## src/tap_map.vh

```
// How it works
// - Five clocks with mode-select high reset controller.
// - State changes on rising test clock edge.
// - Reset state disables all test logic.
// - Idle state acts only for active instructions.
// - Instruction capture loads pattern ending 01.
// - Instruction shift moves bits through register.
// - Instruction pause holds shift contents.
// - Instruction update latches on falling edge.
// - Data capture loads the selected register.
// - Data path states mirror instruction path.
// - Instruction register four bits, LSB out first.
// - Decode boundary scan, sample and identity codes.
// - Decode configuration write, read, save, restore.
// - Decode clamp, high-z; others act as bypass.
// - Bypass stage captures zero.
// - Bypass shifting leaves function untouched.
// - Identity word is read-only 32 bits.
// - Identity word field layout, bit 0 one.
// - Shared serial path, instruction selects register.
// - Boundary test drives outputs, captures inputs.
// - Instruction select may return to reset.
// - Configuration path 112 stages, top 16 read-only.
// - Save or restore busy ignores programming instructions.
// - Identity selected after any reset.
`ifndef TAP_MAP_VH
`define TAP_MAP_VH
`define ST_RESET      4'h0
`define ST_IDLE       4'h1
`define ST_SEL_DR     4'h2
`define ST_CAP_DR     4'h3
`define ST_SH_DR      4'h4
`define ST_EX1_DR     4'h5
`define ST_PAU_DR     4'h6
`define ST_EX2_DR     4'h7
`define ST_UPD_DR     4'h8
`define ST_SEL_IR     4'h9
`define ST_CAP_IR     4'ha
`define ST_SH_IR      4'hb
`define ST_EX1_IR     4'hc
`define ST_PAU_IR     4'hd
`define ST_EX2_IR     4'he
`define ST_UPD_IR     4'hf
`define INS_EXTEST    4'h0
`define INS_SAMPLE    4'h1
`define INS_IDCODE    4'h2
`define INS_CFG_WR    4'h4
`define INS_CFG_RD    4'h5
`define INS_CFG_SAVE  4'h6
`define INS_CFG_REST  4'h7
`define INS_CLAMP     4'h8
`define INS_HIGHZ     4'h9
`define INS_BYPASS    4'hf
`define IR_CAPTURE    4'h1
`define SEL_BYPASS    2'h0
`define SEL_BSCAN     2'h1
`define SEL_IDENT     2'h2
`define SEL_CFG       2'h3
`define CFG_LEN       112
`define CFG_DATA_LEN  96
`endif

```

## src/tap_controller.v

```verilog
`timescale 1ns/10ps
`include "tap_map.vh"
module tap_controller #(
  parameter [3:0]  VERSION   = 4'h1,        // Arbitrary value.
  parameter [15:0] PART_NUM  = 16'h1234,    // Arbitrary value.
  parameter [10:0] MAKER_ID  = 11'h055,     // Arbitrary value.
  parameter        BSCAN_LEN = 8,
  parameter        BUSY_CYC  = 64
) (
  // Clock and reset
  input  wire                 clk_sys_i,
  input  wire                 rst_i,
  input  wire                 ce_i,
  // Test port pins
  input  wire                 test_port_clock_i,
  input  wire                 mode_sel_i,
  input  wire                 tdi_i,
  input  wire                 trst_n_i,
  output reg                  tdo_o,
  output reg                  tdo_oe_o,
  // Boundary and functional side
  input  wire [BSCAN_LEN-1:0] pins_in_i,
  output wire [BSCAN_LEN-1:0] pins_out_o,
  output wire                 pins_force_o,
  output wire                 pins_highz_o,
  output wire                 test_active_o,
  // Configuration registers
  output reg  [95:0]          cfg_o,
  output wire                 cfg_save_o,
  output wire                 cfg_restore_o,
  input  wire [95:0]          nvm_data_i,
  output wire                 busy_o,
  output wire [3:0]           instr_bits_o
);
  reg  [2:0]  tck_s;
  reg  [1:0]  tms_s;
  reg  [1:0]  tdi_s;
  reg  [1:0]  trst_s;
  wire        rise = tck_s[1] & ~tck_s[2];
  wire        fall = ~tck_s[1] & tck_s[2];
  wire [3:0]  state;
  reg  [3:0]  ir_shift;
  reg  [3:0]  instr_bits;
  reg         bypass_bit;
  reg  [31:0] ident_sh;
  reg  [BSCAN_LEN-1:0] bscan_sh;
  reg  [BSCAN_LEN-1:0] bscan_upd;
  reg  [`CFG_LEN-1:0]  cfg_sh;
  reg  [15:0] busy_cnt;
  reg         save_p;
  reg         rest_p;
  wire [31:0] ident_word = {VERSION, PART_NUM, MAKER_ID, 1'b1};
  wire        busy = (busy_cnt != 16'h0000);

  function [1:0] select_reg;
    input [3:0] code;
    input       b;
    begin
      case (code)
        `INS_EXTEST, `INS_SAMPLE: select_reg = `SEL_BSCAN;
        `INS_IDCODE:              select_reg = `SEL_IDENT;
        `INS_CFG_WR, `INS_CFG_RD: select_reg = b ? `SEL_BYPASS : `SEL_CFG;
        default:                  select_reg = `SEL_BYPASS;
      endcase
    end
  endfunction

  wire [1:0] sel = select_reg(instr_bits, busy);

  // Pins cross from the test host's domain through two flops each; the test clock has a third flop for edge detection.
  always @(posedge clk_sys_i or posedge rst_i) begin
    if (rst_i) begin
      tck_s  <= 3'h0;
      tms_s  <= 2'h3;
      tdi_s  <= 2'h3;
      trst_s <= 2'h3;
    end else if (ce_i) begin
      tck_s  <= {tck_s[1:0], test_port_clock_i};
      tms_s  <= {tms_s[0], mode_sel_i};
      tdi_s  <= {tdi_s[0], tdi_i};
      trst_s <= {trst_s[0], trst_n_i};
    end
  end

  tap_fsm u_fsm (
    .clk_sys_i  (clk_sys_i),
    .rst_i      (rst_i),
    .ce_i       (ce_i),
    .step_i     (rise),
    .mode_sel_i (tms_s[1]),
    .trst_n_i   (trst_s[1]),
    .state_o    (state)
  );

  // Rising edge work: capture and shift.
  always @(posedge clk_sys_i or posedge rst_i) begin
    if (rst_i) begin
      ir_shift   <= 4'h0;
      bypass_bit <= 1'b0;
      ident_sh   <= 32'h0000_0000;
      bscan_sh   <= {BSCAN_LEN{1'b0}};
      cfg_sh     <= {`CFG_LEN{1'b0}};
    end else if (ce_i && rise) begin
      case (state)
        `ST_CAP_IR: ir_shift <= `IR_CAPTURE;
        `ST_SH_IR:  ir_shift <= {tdi_s[1], ir_shift[3:1]};
        `ST_CAP_DR: begin
          bypass_bit <= 1'b0;
          if (sel == `SEL_IDENT) ident_sh <= ident_word;
          if (sel == `SEL_BSCAN) bscan_sh <= pins_in_i;
          if (sel == `SEL_CFG)   cfg_sh   <= {16'h0000, cfg_o};
        end
        `ST_SH_DR: begin
          case (sel)
            `SEL_BYPASS: bypass_bit <= tdi_s[1];
            `SEL_IDENT:  ident_sh   <= {tdi_s[1], ident_sh[31:1]};
            `SEL_BSCAN:  bscan_sh   <= {tdi_s[1], bscan_sh[BSCAN_LEN-1:1]};
            default:     cfg_sh     <= {tdi_s[1], cfg_sh[`CFG_LEN-1:1]};
          endcase
        end
        default: ir_shift <= ir_shift;
      endcase
    end
  end

  // Falling edge work: update latches and serial out; the reset state and a restore load act in any cycle.
  always @(posedge clk_sys_i or posedge rst_i) begin
    if (rst_i) begin
      instr_bits <= `INS_IDCODE;
      bscan_upd  <= {BSCAN_LEN{1'b0}};
      cfg_o      <= 96'h0;
      tdo_o      <= 1'b1;
      tdo_oe_o   <= 1'b0;
    end else if (ce_i) begin
      if (state == `ST_RESET) begin
        instr_bits <= `INS_IDCODE;
      end else if (fall) begin
        if (state == `ST_UPD_IR) instr_bits <= ir_shift;
        if (state == `ST_UPD_DR && sel == `SEL_BSCAN) bscan_upd <= bscan_sh;
        // The reserved stages sit nearest the serial input, so the data ends at the bottom.
        if (state == `ST_UPD_DR && sel == `SEL_CFG && instr_bits == `INS_CFG_WR)
          cfg_o <= cfg_sh[`CFG_DATA_LEN-1:0];
      end
      if (rest_p) cfg_o <= nvm_data_i;
      if (fall) begin
        tdo_oe_o <= (state == `ST_SH_IR) || (state == `ST_SH_DR);
        if (state == `ST_SH_IR) tdo_o <= ir_shift[0];
        else case (sel)
          `SEL_BYPASS: tdo_o <= bypass_bit;
          `SEL_IDENT:  tdo_o <= ident_sh[0];
          `SEL_BSCAN:  tdo_o <= bscan_sh[0];
          default:     tdo_o <= cfg_sh[0];
        endcase
      end
    end
  end

  // Save and restore start on entry to idle; the busy window blocks new ones.
  always @(posedge clk_sys_i or posedge rst_i) begin
    if (rst_i) begin
      busy_cnt <= 16'h0000;
      save_p   <= 1'b0;
      rest_p   <= 1'b0;
    end else if (ce_i) begin
      save_p <= 1'b0;
      rest_p <= 1'b0;
      if (busy) begin
        busy_cnt <= busy_cnt - 16'h0001;
      end else if (rise && state == `ST_UPD_IR && tms_s[1] == 1'b0) begin
        if (ir_shift == `INS_CFG_SAVE || ir_shift == `INS_CFG_REST) begin
          busy_cnt <= BUSY_CYC[15:0];
          save_p   <= (ir_shift == `INS_CFG_SAVE);
          rest_p   <= (ir_shift == `INS_CFG_REST);
        end
      end
    end
  end

  assign pins_out_o    = bscan_upd;
  assign pins_force_o  = (instr_bits == `INS_EXTEST) || (instr_bits == `INS_CLAMP);
  assign pins_highz_o  = (instr_bits == `INS_HIGHZ);
  assign test_active_o = pins_force_o | pins_highz_o;
  assign cfg_save_o    = save_p;
  assign cfg_restore_o = rest_p;
  assign busy_o        = busy;
  assign instr_bits_o  = instr_bits;
endmodule

```

## src/tap_fsm.v

```verilog
`timescale 1ns/10ps
`include "tap_map.vh"
module tap_fsm (
  // Clock and reset
  input  wire       clk_sys_i,
  input  wire       rst_i,
  input  wire       ce_i,
  // Stepping
  input  wire       step_i,
  input  wire       mode_sel_i,
  input  wire       trst_n_i,
  // State
  output reg  [3:0] state_o
);
  reg [3:0] next_state;
  always @* begin
    case (state_o)
      `ST_RESET:  next_state = mode_sel_i ? `ST_RESET  : `ST_IDLE;
      `ST_IDLE:   next_state = mode_sel_i ? `ST_SEL_DR : `ST_IDLE;
      `ST_SEL_DR: next_state = mode_sel_i ? `ST_SEL_IR : `ST_CAP_DR;
      `ST_CAP_DR: next_state = mode_sel_i ? `ST_EX1_DR : `ST_SH_DR;
      `ST_SH_DR:  next_state = mode_sel_i ? `ST_EX1_DR : `ST_SH_DR;
      `ST_EX1_DR: next_state = mode_sel_i ? `ST_UPD_DR : `ST_PAU_DR;
      `ST_PAU_DR: next_state = mode_sel_i ? `ST_EX2_DR : `ST_PAU_DR;
      `ST_EX2_DR: next_state = mode_sel_i ? `ST_UPD_DR : `ST_SH_DR;
      `ST_UPD_DR: next_state = mode_sel_i ? `ST_SEL_DR : `ST_IDLE;
      `ST_SEL_IR: next_state = mode_sel_i ? `ST_RESET  : `ST_CAP_IR;
      `ST_CAP_IR: next_state = mode_sel_i ? `ST_EX1_IR : `ST_SH_IR;
      `ST_SH_IR:  next_state = mode_sel_i ? `ST_EX1_IR : `ST_SH_IR;
      `ST_EX1_IR: next_state = mode_sel_i ? `ST_UPD_IR : `ST_PAU_IR;
      `ST_PAU_IR: next_state = mode_sel_i ? `ST_EX2_IR : `ST_PAU_IR;
      `ST_EX2_IR: next_state = mode_sel_i ? `ST_UPD_IR : `ST_SH_IR;
      `ST_UPD_IR: next_state = mode_sel_i ? `ST_SEL_DR : `ST_IDLE;
      default:    next_state = `ST_RESET;
    endcase
  end
  // The test reset is already synchronised, so acting on it at once in the clock
  // domain is the closest a sampled design gets to asynchronous behaviour.
  always @(posedge clk_sys_i or posedge rst_i) begin
    if (rst_i) begin
      state_o <= `ST_RESET;
    end else if (ce_i) begin
      if (!trst_n_i) begin
        state_o <= `ST_RESET;
      end else if (step_i) begin
        state_o <= next_state;
      end
    end
  end
endmodule

```

## config.mk

```make
export PLATFORM = sky130hd
export DESIGN_NAME = tap_controller
export DESIGN_NICKNAME = d
export VERILOG_FILES = /design/src/tap_controller.v /design/src/tap_fsm.v
export VERILOG_INCLUDE_DIRS = /design/src
export SDC_FILE = /design/constraint.sdc
export NUM_CORES = 1
export LEC_CHECK = 0
export BUFFER_PORTS_ARGS = -buffer_cell sky130_fd_sc_hd__buf_2
export CELL_PAD_IN_SITES_DETAIL_PLACEMENT = 1
export CELL_PAD_IN_SITES_GLOBAL_PLACEMENT = 1
export CORE_MARGIN = 3
export CORE_UTILIZATION = 40
export DETAILED_ROUTE_END_ITERATION = 6
export GPL_ROUTABILITY_DRIVEN = 0
export PLACE_DENSITY = 0.79
export SLEW_MARGIN = 20
export SYNTH_ARGS = -nofsm -noshare
export SYNTH_HDL_FRONTEND = slang
export SYNTH_HIERARCHICAL = 1
export SYNTH_SLANG_ARGS = --single-unit
```

## constraint.sdc

```tcl
create_clock -name clk_sys_i -period 8.1 [get_ports clk_sys_i]
set_clock_uncertainty 0.2 [all_clocks]
set_input_delay 0.405 -clock clk_sys_i [delete_from_list [all_inputs] [get_ports clk_sys_i]]
set_output_delay 0.405 -clock clk_sys_i [all_outputs]
set_load 0.02 [all_outputs]
```

Word-level counts from Yosys, hierarchy flattened --
Index checks and enable logic that the tools add are counted.
Storage, ports and cells: word-level logic and storage cells 146, register bits after elaboration 298, bits of input ports 111, output and inout bits 116
Cells by class: add/subtract/negate cells 1, bitwise logic cells 7, reductions and logical operators 38, equality and inequality tests 35, multiplexer cells 47
Operators with widths (count):
- $mux 96 | 4
- $mux 112 | 2
- $pmux 112 s2 | 1
- $mux 32 | 2
- $pmux 32 s2 | 1
- $mux 16 | 3
- $pmux 4 s12 | 1
- $eq 4x4->1 const B | 10
- $mux 4 | 9
- $eq 4x3->1 const B | 8
- $reduce_and 4->1 | 5
- $mux 8 | 2
- $pmux 8 s2 | 1
- $reduce_bool 16->1 | 1
- $reduce_bool 2->1 | 8
- $sub 16x1->16 const B | 1
- $ne 2x2->1 const B | 7
- $eq 4x2->1 const B | 3
- $mux 1 | 11
- $reduce_and 3->1 | 3
- $eq 4x1->1 const B | 2
- $logic_not 4->1 | 2
- $mux 2 | 4
- $pmux 4 s2 | 1
- 16 further kinds | 36

Logic depth before layout (Yosys ltp) --
depth after elaboration 10, depth in mapped cells 10, gate-level depth less buffers 7

Hierarchy --
The synthesis kept the hierarchy.
Modules (own cells, without submodules):
- tap_controller | instances 1, seq. area each 7367.1 sq um, area an instance 13456.7 sq um, cells an instance 1297
- tap_fsm | instances 1, seq. area each 100.1 sq um, area an instance 427.9 sq um, cells an instance 48

Worst setup path after synthesis --
OpenSTA, ideal clock, no wires.
path type register to register, start reg u_fsm.state_o[0], end reg cfg_sh[38], arrival 1.970 ns, setup slack 5.798 ns, required time 7.768 ns, clock period less this slack 2.302 ns, path buffers 4, setup time 0.132 ns, stages on the path, launching flop included 10, cells stage by stage dfrtp_1 > buf_2 > or3b_1 > a211oi_4 > nand4b_4 > buf_6 > buf_6 > buf_6 > nand2_1 > o21ai_1
Between the ends: longest elaborated chain between the ends 3, elaborated cells on any way between the ends 7, those cells by class eq/ne (4); mux (1); reduce/logical (2)
RTL lines:
- start, declared | RTL line tap_fsm.v:13 | output reg [3:0] state_o
- start signal, assigned | RTL line tap_fsm.v:41 | state_o <= `ST_RESET;
- start signal, assigned | RTL line tap_fsm.v:44 | state_o <= `ST_RESET;
- start signal, assigned | RTL line tap_fsm.v:46 | state_o <= next_state;
- $eq 4x2->1 or $eq 4x3->1 (tied branches) | RTL line tap_controller.v:104 | case (state)
- $ne 2x2->1 (no line) or $reduce_bool 2->1 (tied branches)
- $reduce_and 4->1 (no line)
- end signal, assigned | RTL line tap_controller.v:102 | cfg_sh <= {`CFG_LEN{1'b0}};
- end signal, assigned | RTL line tap_controller.v:111 | if (sel == `SEL_CFG) cfg_sh <= {16'h0000, cfg_o};
- end signal, assigned | RTL line tap_controller.v:118 | default: cfg_sh <= {tdi_s[1], cfg_sh[`CFG_LEN-1:1]};
- end, declared | RTL line tap_controller.v:48 | reg [`CFG_LEN-1:0] cfg_sh;
Parallel ways exist; a longest one is shown, timed or not. A chain may end at the register's enable or synchronous reset.

Worst setup path after layout --
start reg rest_p (netlist: cfg_restore_o), end out cfg_restore_o
RTL lines:
- start, declared | RTL line tap_controller.v:51 | reg rest_p;
- start signal, assigned | RTL line tap_controller.v:173 | rest_p <= (ir_shift == `INS_CFG_REST);
- end, declared | RTL line tap_controller.v:30 | output wire cfg_restore_o,
No word-level cell between the ends.

==> run_results.csv <==
group,metric,value,unit
status,outcome,"complete, no violations",
routing,via_count,10800,
power,power-per-cell-area,224,nW/um^2
worst_setup_path,critical_path_depth,2,
logic_synthesis,synth_area_leaders,"dfrtp_1 (52%), mux2i_1 (15%), nand2_1 (5.7%), o21ai_0 (3.8%), a21oi_1 (3.5%)",
logic_synthesis,synthDistinctLibCells,68,
worst_setup_path,criticalPathCategory,"reg -> out",
layout,multi_input_area,5840,sq um
layout,num-nets-final,1676,
placement,place_area,15200,sq um
die,ios,227,
worst_setup_path,worst_r2r_endpoint,"cfg_sh[68]",
worst_setup_path,crit_slowest_cell,"dfrtp_4",
worst_setup_path,worstSetupStartpoint,"cfg_restore_o",
routing,firstDrtPassIters,4,
hold_path,worstHoldStart,"nvm_data_i[45]",
clock_tree,clock_sinks,298,
die,initial_core_util,41.0,%
clock_tree,numCtsBuffers,35,
logic_synthesis,syn_area,13900,sq um
worst_setup_path,reg2reg_depth,6,
logic_synthesis,yosys-top-cells-count,"dfrtp_1 (290), nand2_1 (212), mux2i_1 (202)",
logic_synthesis,ys_warn_count,6,
routing,drt-initial-drc-count,554,
logic_synthesis,synth_edf_count,0,
logic_synthesis,netlist_instances,1345,
worst_setup_path,crit_path_end_kind,"output pin",
power,vdd_drop_max,0.142,mV
routing,routed_wl,36400,um
grt,grt_pass1_vias,11500,
logic_synthesis,synth_most_common_cell,"dfrtp_1",
placement,io_buffers,226,
die,core_area,33900,sq um
timing,rsz0062_at_grt,"false",
worst_setup_path,critPathLaunchType,"register",
clock_tree,clk_pin_slew,0.06,ns
logic_synthesis,seq_area_frac_synth,53.8,%
routing,wire_per_inst,17.9,um
logic_synthesis,ys_seq_elements,298,
worst_setup_path,path_buf_inv,2,
worst_setup_path,slowest_delay,0.94,ns
timing,tightestPinTransition,1.01,ns
timing,final_max_slew_viol_count,0,
clock_tree,cts_tree,"yes",
clock_tree,htree_levels,2,
layout,n_antenna_cell,0,
layout,seq_area,7470,sq um
logic_synthesis,synthAdderAreaFrac,0.180,%
logic_synthesis,yosysTopAreaCell,"dfrtp_1",
logic_synthesis,synth_top_family_by_area,"multiplexers",
grt,grt_use_total,19.7,%
layout,stdcell_area,16700,sq um
layout,syn_to_final_growth,20.1,%
timing,finalWorstPathRequiredPeriod,3.43,ns
worst_setup_path,endpoint,"cfg_restore_o",
worst_setup_path,path_cells,"buf_4 -> buf_2",
logic_synthesis,synth_ff_type,"dfrtp_1",
clock_tree,ctsResizeCount,0,
die,die_w,192,um
worst_setup_path,r2r_start,"u_fsm/state_o[0]",
timing,finalSetupViolCount,0,
grt,grt_remaining_overflow,0,
power,finalPower,3.74,mW
clock_tree,root_buffer,"clkbuf_16",
worst_setup_path,cp_max_fo,55,
grt,antenna_found_initial,0,
placement,hpwlAfterDp,22900,um
logic_synthesis,synth_compound_gate_area_share,12.1,%
logic_synthesis,synth_xor_area_share,0.631,%
hold_path,hp-class,"in -> reg",
layout,final_layout_size_suffix_gt1_share,21.4,%
logic_synthesis,synth-simple-area-share,12.9,%
worst_setup_path,required,7.50,ns
grt,grt_pass1_wl,59900,um
layout,fill_cells,3766,
worst_setup_path,crit_family,"buffers and inverters",
logic_synthesis,synth-async-reset-ratio,100,%
timing,hold_violations,0,
clock_tree,clock_path_buffers,3,
timing,fmax,291,MHz
die,die_area,37000,sq um
power,leakage,7.14,nW
worst_setup_path,reg2reg_slack,4.83,ns
timing,fin_crit_sh,42.4,%
routing,postRouteAntennaNets,0,
logic_synthesis,synth_nets,1458,
logic_synthesis,netlist.area_leader.share,52.3,%
grt,grt_max_degree,172,
logic_synthesis,synth.avg_cell_area,10.3,sq um
routing,drc_errors,0,
die,std_cell_rows,67,
routing,avgViaCountPerCell,5.30,
timing,tns,0,ns
worst_setup_path,critPathArrivalTime,2.83,ns
logic_synthesis,synth.area.mux_share,16.1,%
timing,slew_headroom,32.7,%
clock_tree,clock_latency,0.52,ns
flow_run,drv_cap,0,
die,die_height,192,um
## metrics by stage
step / hold WS, ns / std cells / util, % / worst slack, ns
finish: 0.0124 / 2038 / 49.2 / 4.67
detailed placement: 0.162 / 1937 / 44.8 / 4.68
global route: 0.00157 / 2038 / 49.2 / 4.55
CTS: 0.0000881 / 2037 / 49.2 / 4.64
floorplan: -0.0289 / 1345 / - / 3.60
global placement: 0.162 / 1937 / 44.8 / 4.79
## sequential cells by signal, indices dropped and copies added, names as in the netlist, 8 cells and up
signal      cells
busy_cnt       16
pins_out_o      8
bscan_sh        8
ident_sh       32
cfg_o          96
cfg_sh        112
## worst min path at each step
stage	cells after the start	endpoint
3_5_place_dp	2	u_fsm/state_o[3]
2_1_floorplan	1	u_fsm/state_o[0]
5_1_grt	3	cfg_o[82]
4_1_cts	3	cfg_o[30]
3_3_place_gp	2	u_fsm/state_o[3]
6_report	3	cfg_o[45]
## cell usage in the layout, fill, tap and decap left out, types with 8 or more instances in the layout
master           n
nor2_1         125
nand2_1        212
dfrtp_1        289
o21ai_1         63
clkbuf_1        14
dfstp_2          8
inv_1           12
mux2i_1        202
mux2_2          19
nor3_1          10
dlygate4sd3_1   36
a21oi_1         98
nand3_1          8
o21ai_0        105
buf_2          226
clkbuf_16       36
## report_power, final
part	internal (mW)	switching, mW	leakage (nW)	total [mW]
logic	0.190	0.280	2.64	0.470
registers	1.60	0.119	3.95	1.72
clock network	0.923	0.627	0.549	1.55
total	2.71	1.03	7.14	3.74
## logic make-up after synthesis
family | Yosys count
compound gates | 305
xor+xnor | 10
fa+ha+maj | 2
buf+inv | 105
flops | 298
mux | 221
simple gates | 404
## what timing repair did
action | CTS | global route
endpoints found under the hold margin | 82 | 0
hold buffers | 36 | 0
setup buffers | 0 | 0
## per-layer routing
metal / global-route usage (%) / vias to the layer above / routed length (um)
met5: 0 / - / 0
met3: 3.38 / 48 / 1650
li1: - / 5097 / -
met1: 26.0 / 5452 / 16200
met2: 33.5 / 203 / 17900
met4: 5.16 / 0 / 679
## tightest hold or removal path, cell delays in order
cell and delay (ns):
buf_2 0.07, mux2i_1 0.05, a21oi_1 0.14
## area by class of cell
cell class	count	share of cell area (%)
Clock buffer	57	6.30
Clock inverter	7	0.488
Inverter	13	0.315
Multi-Input combinational cell	942	35.0
Sequential cell	298	44.8
Tap cell	448	3.36
Timing Repair Buffer	273	9.69
Power figures use the tool's default switching activity.
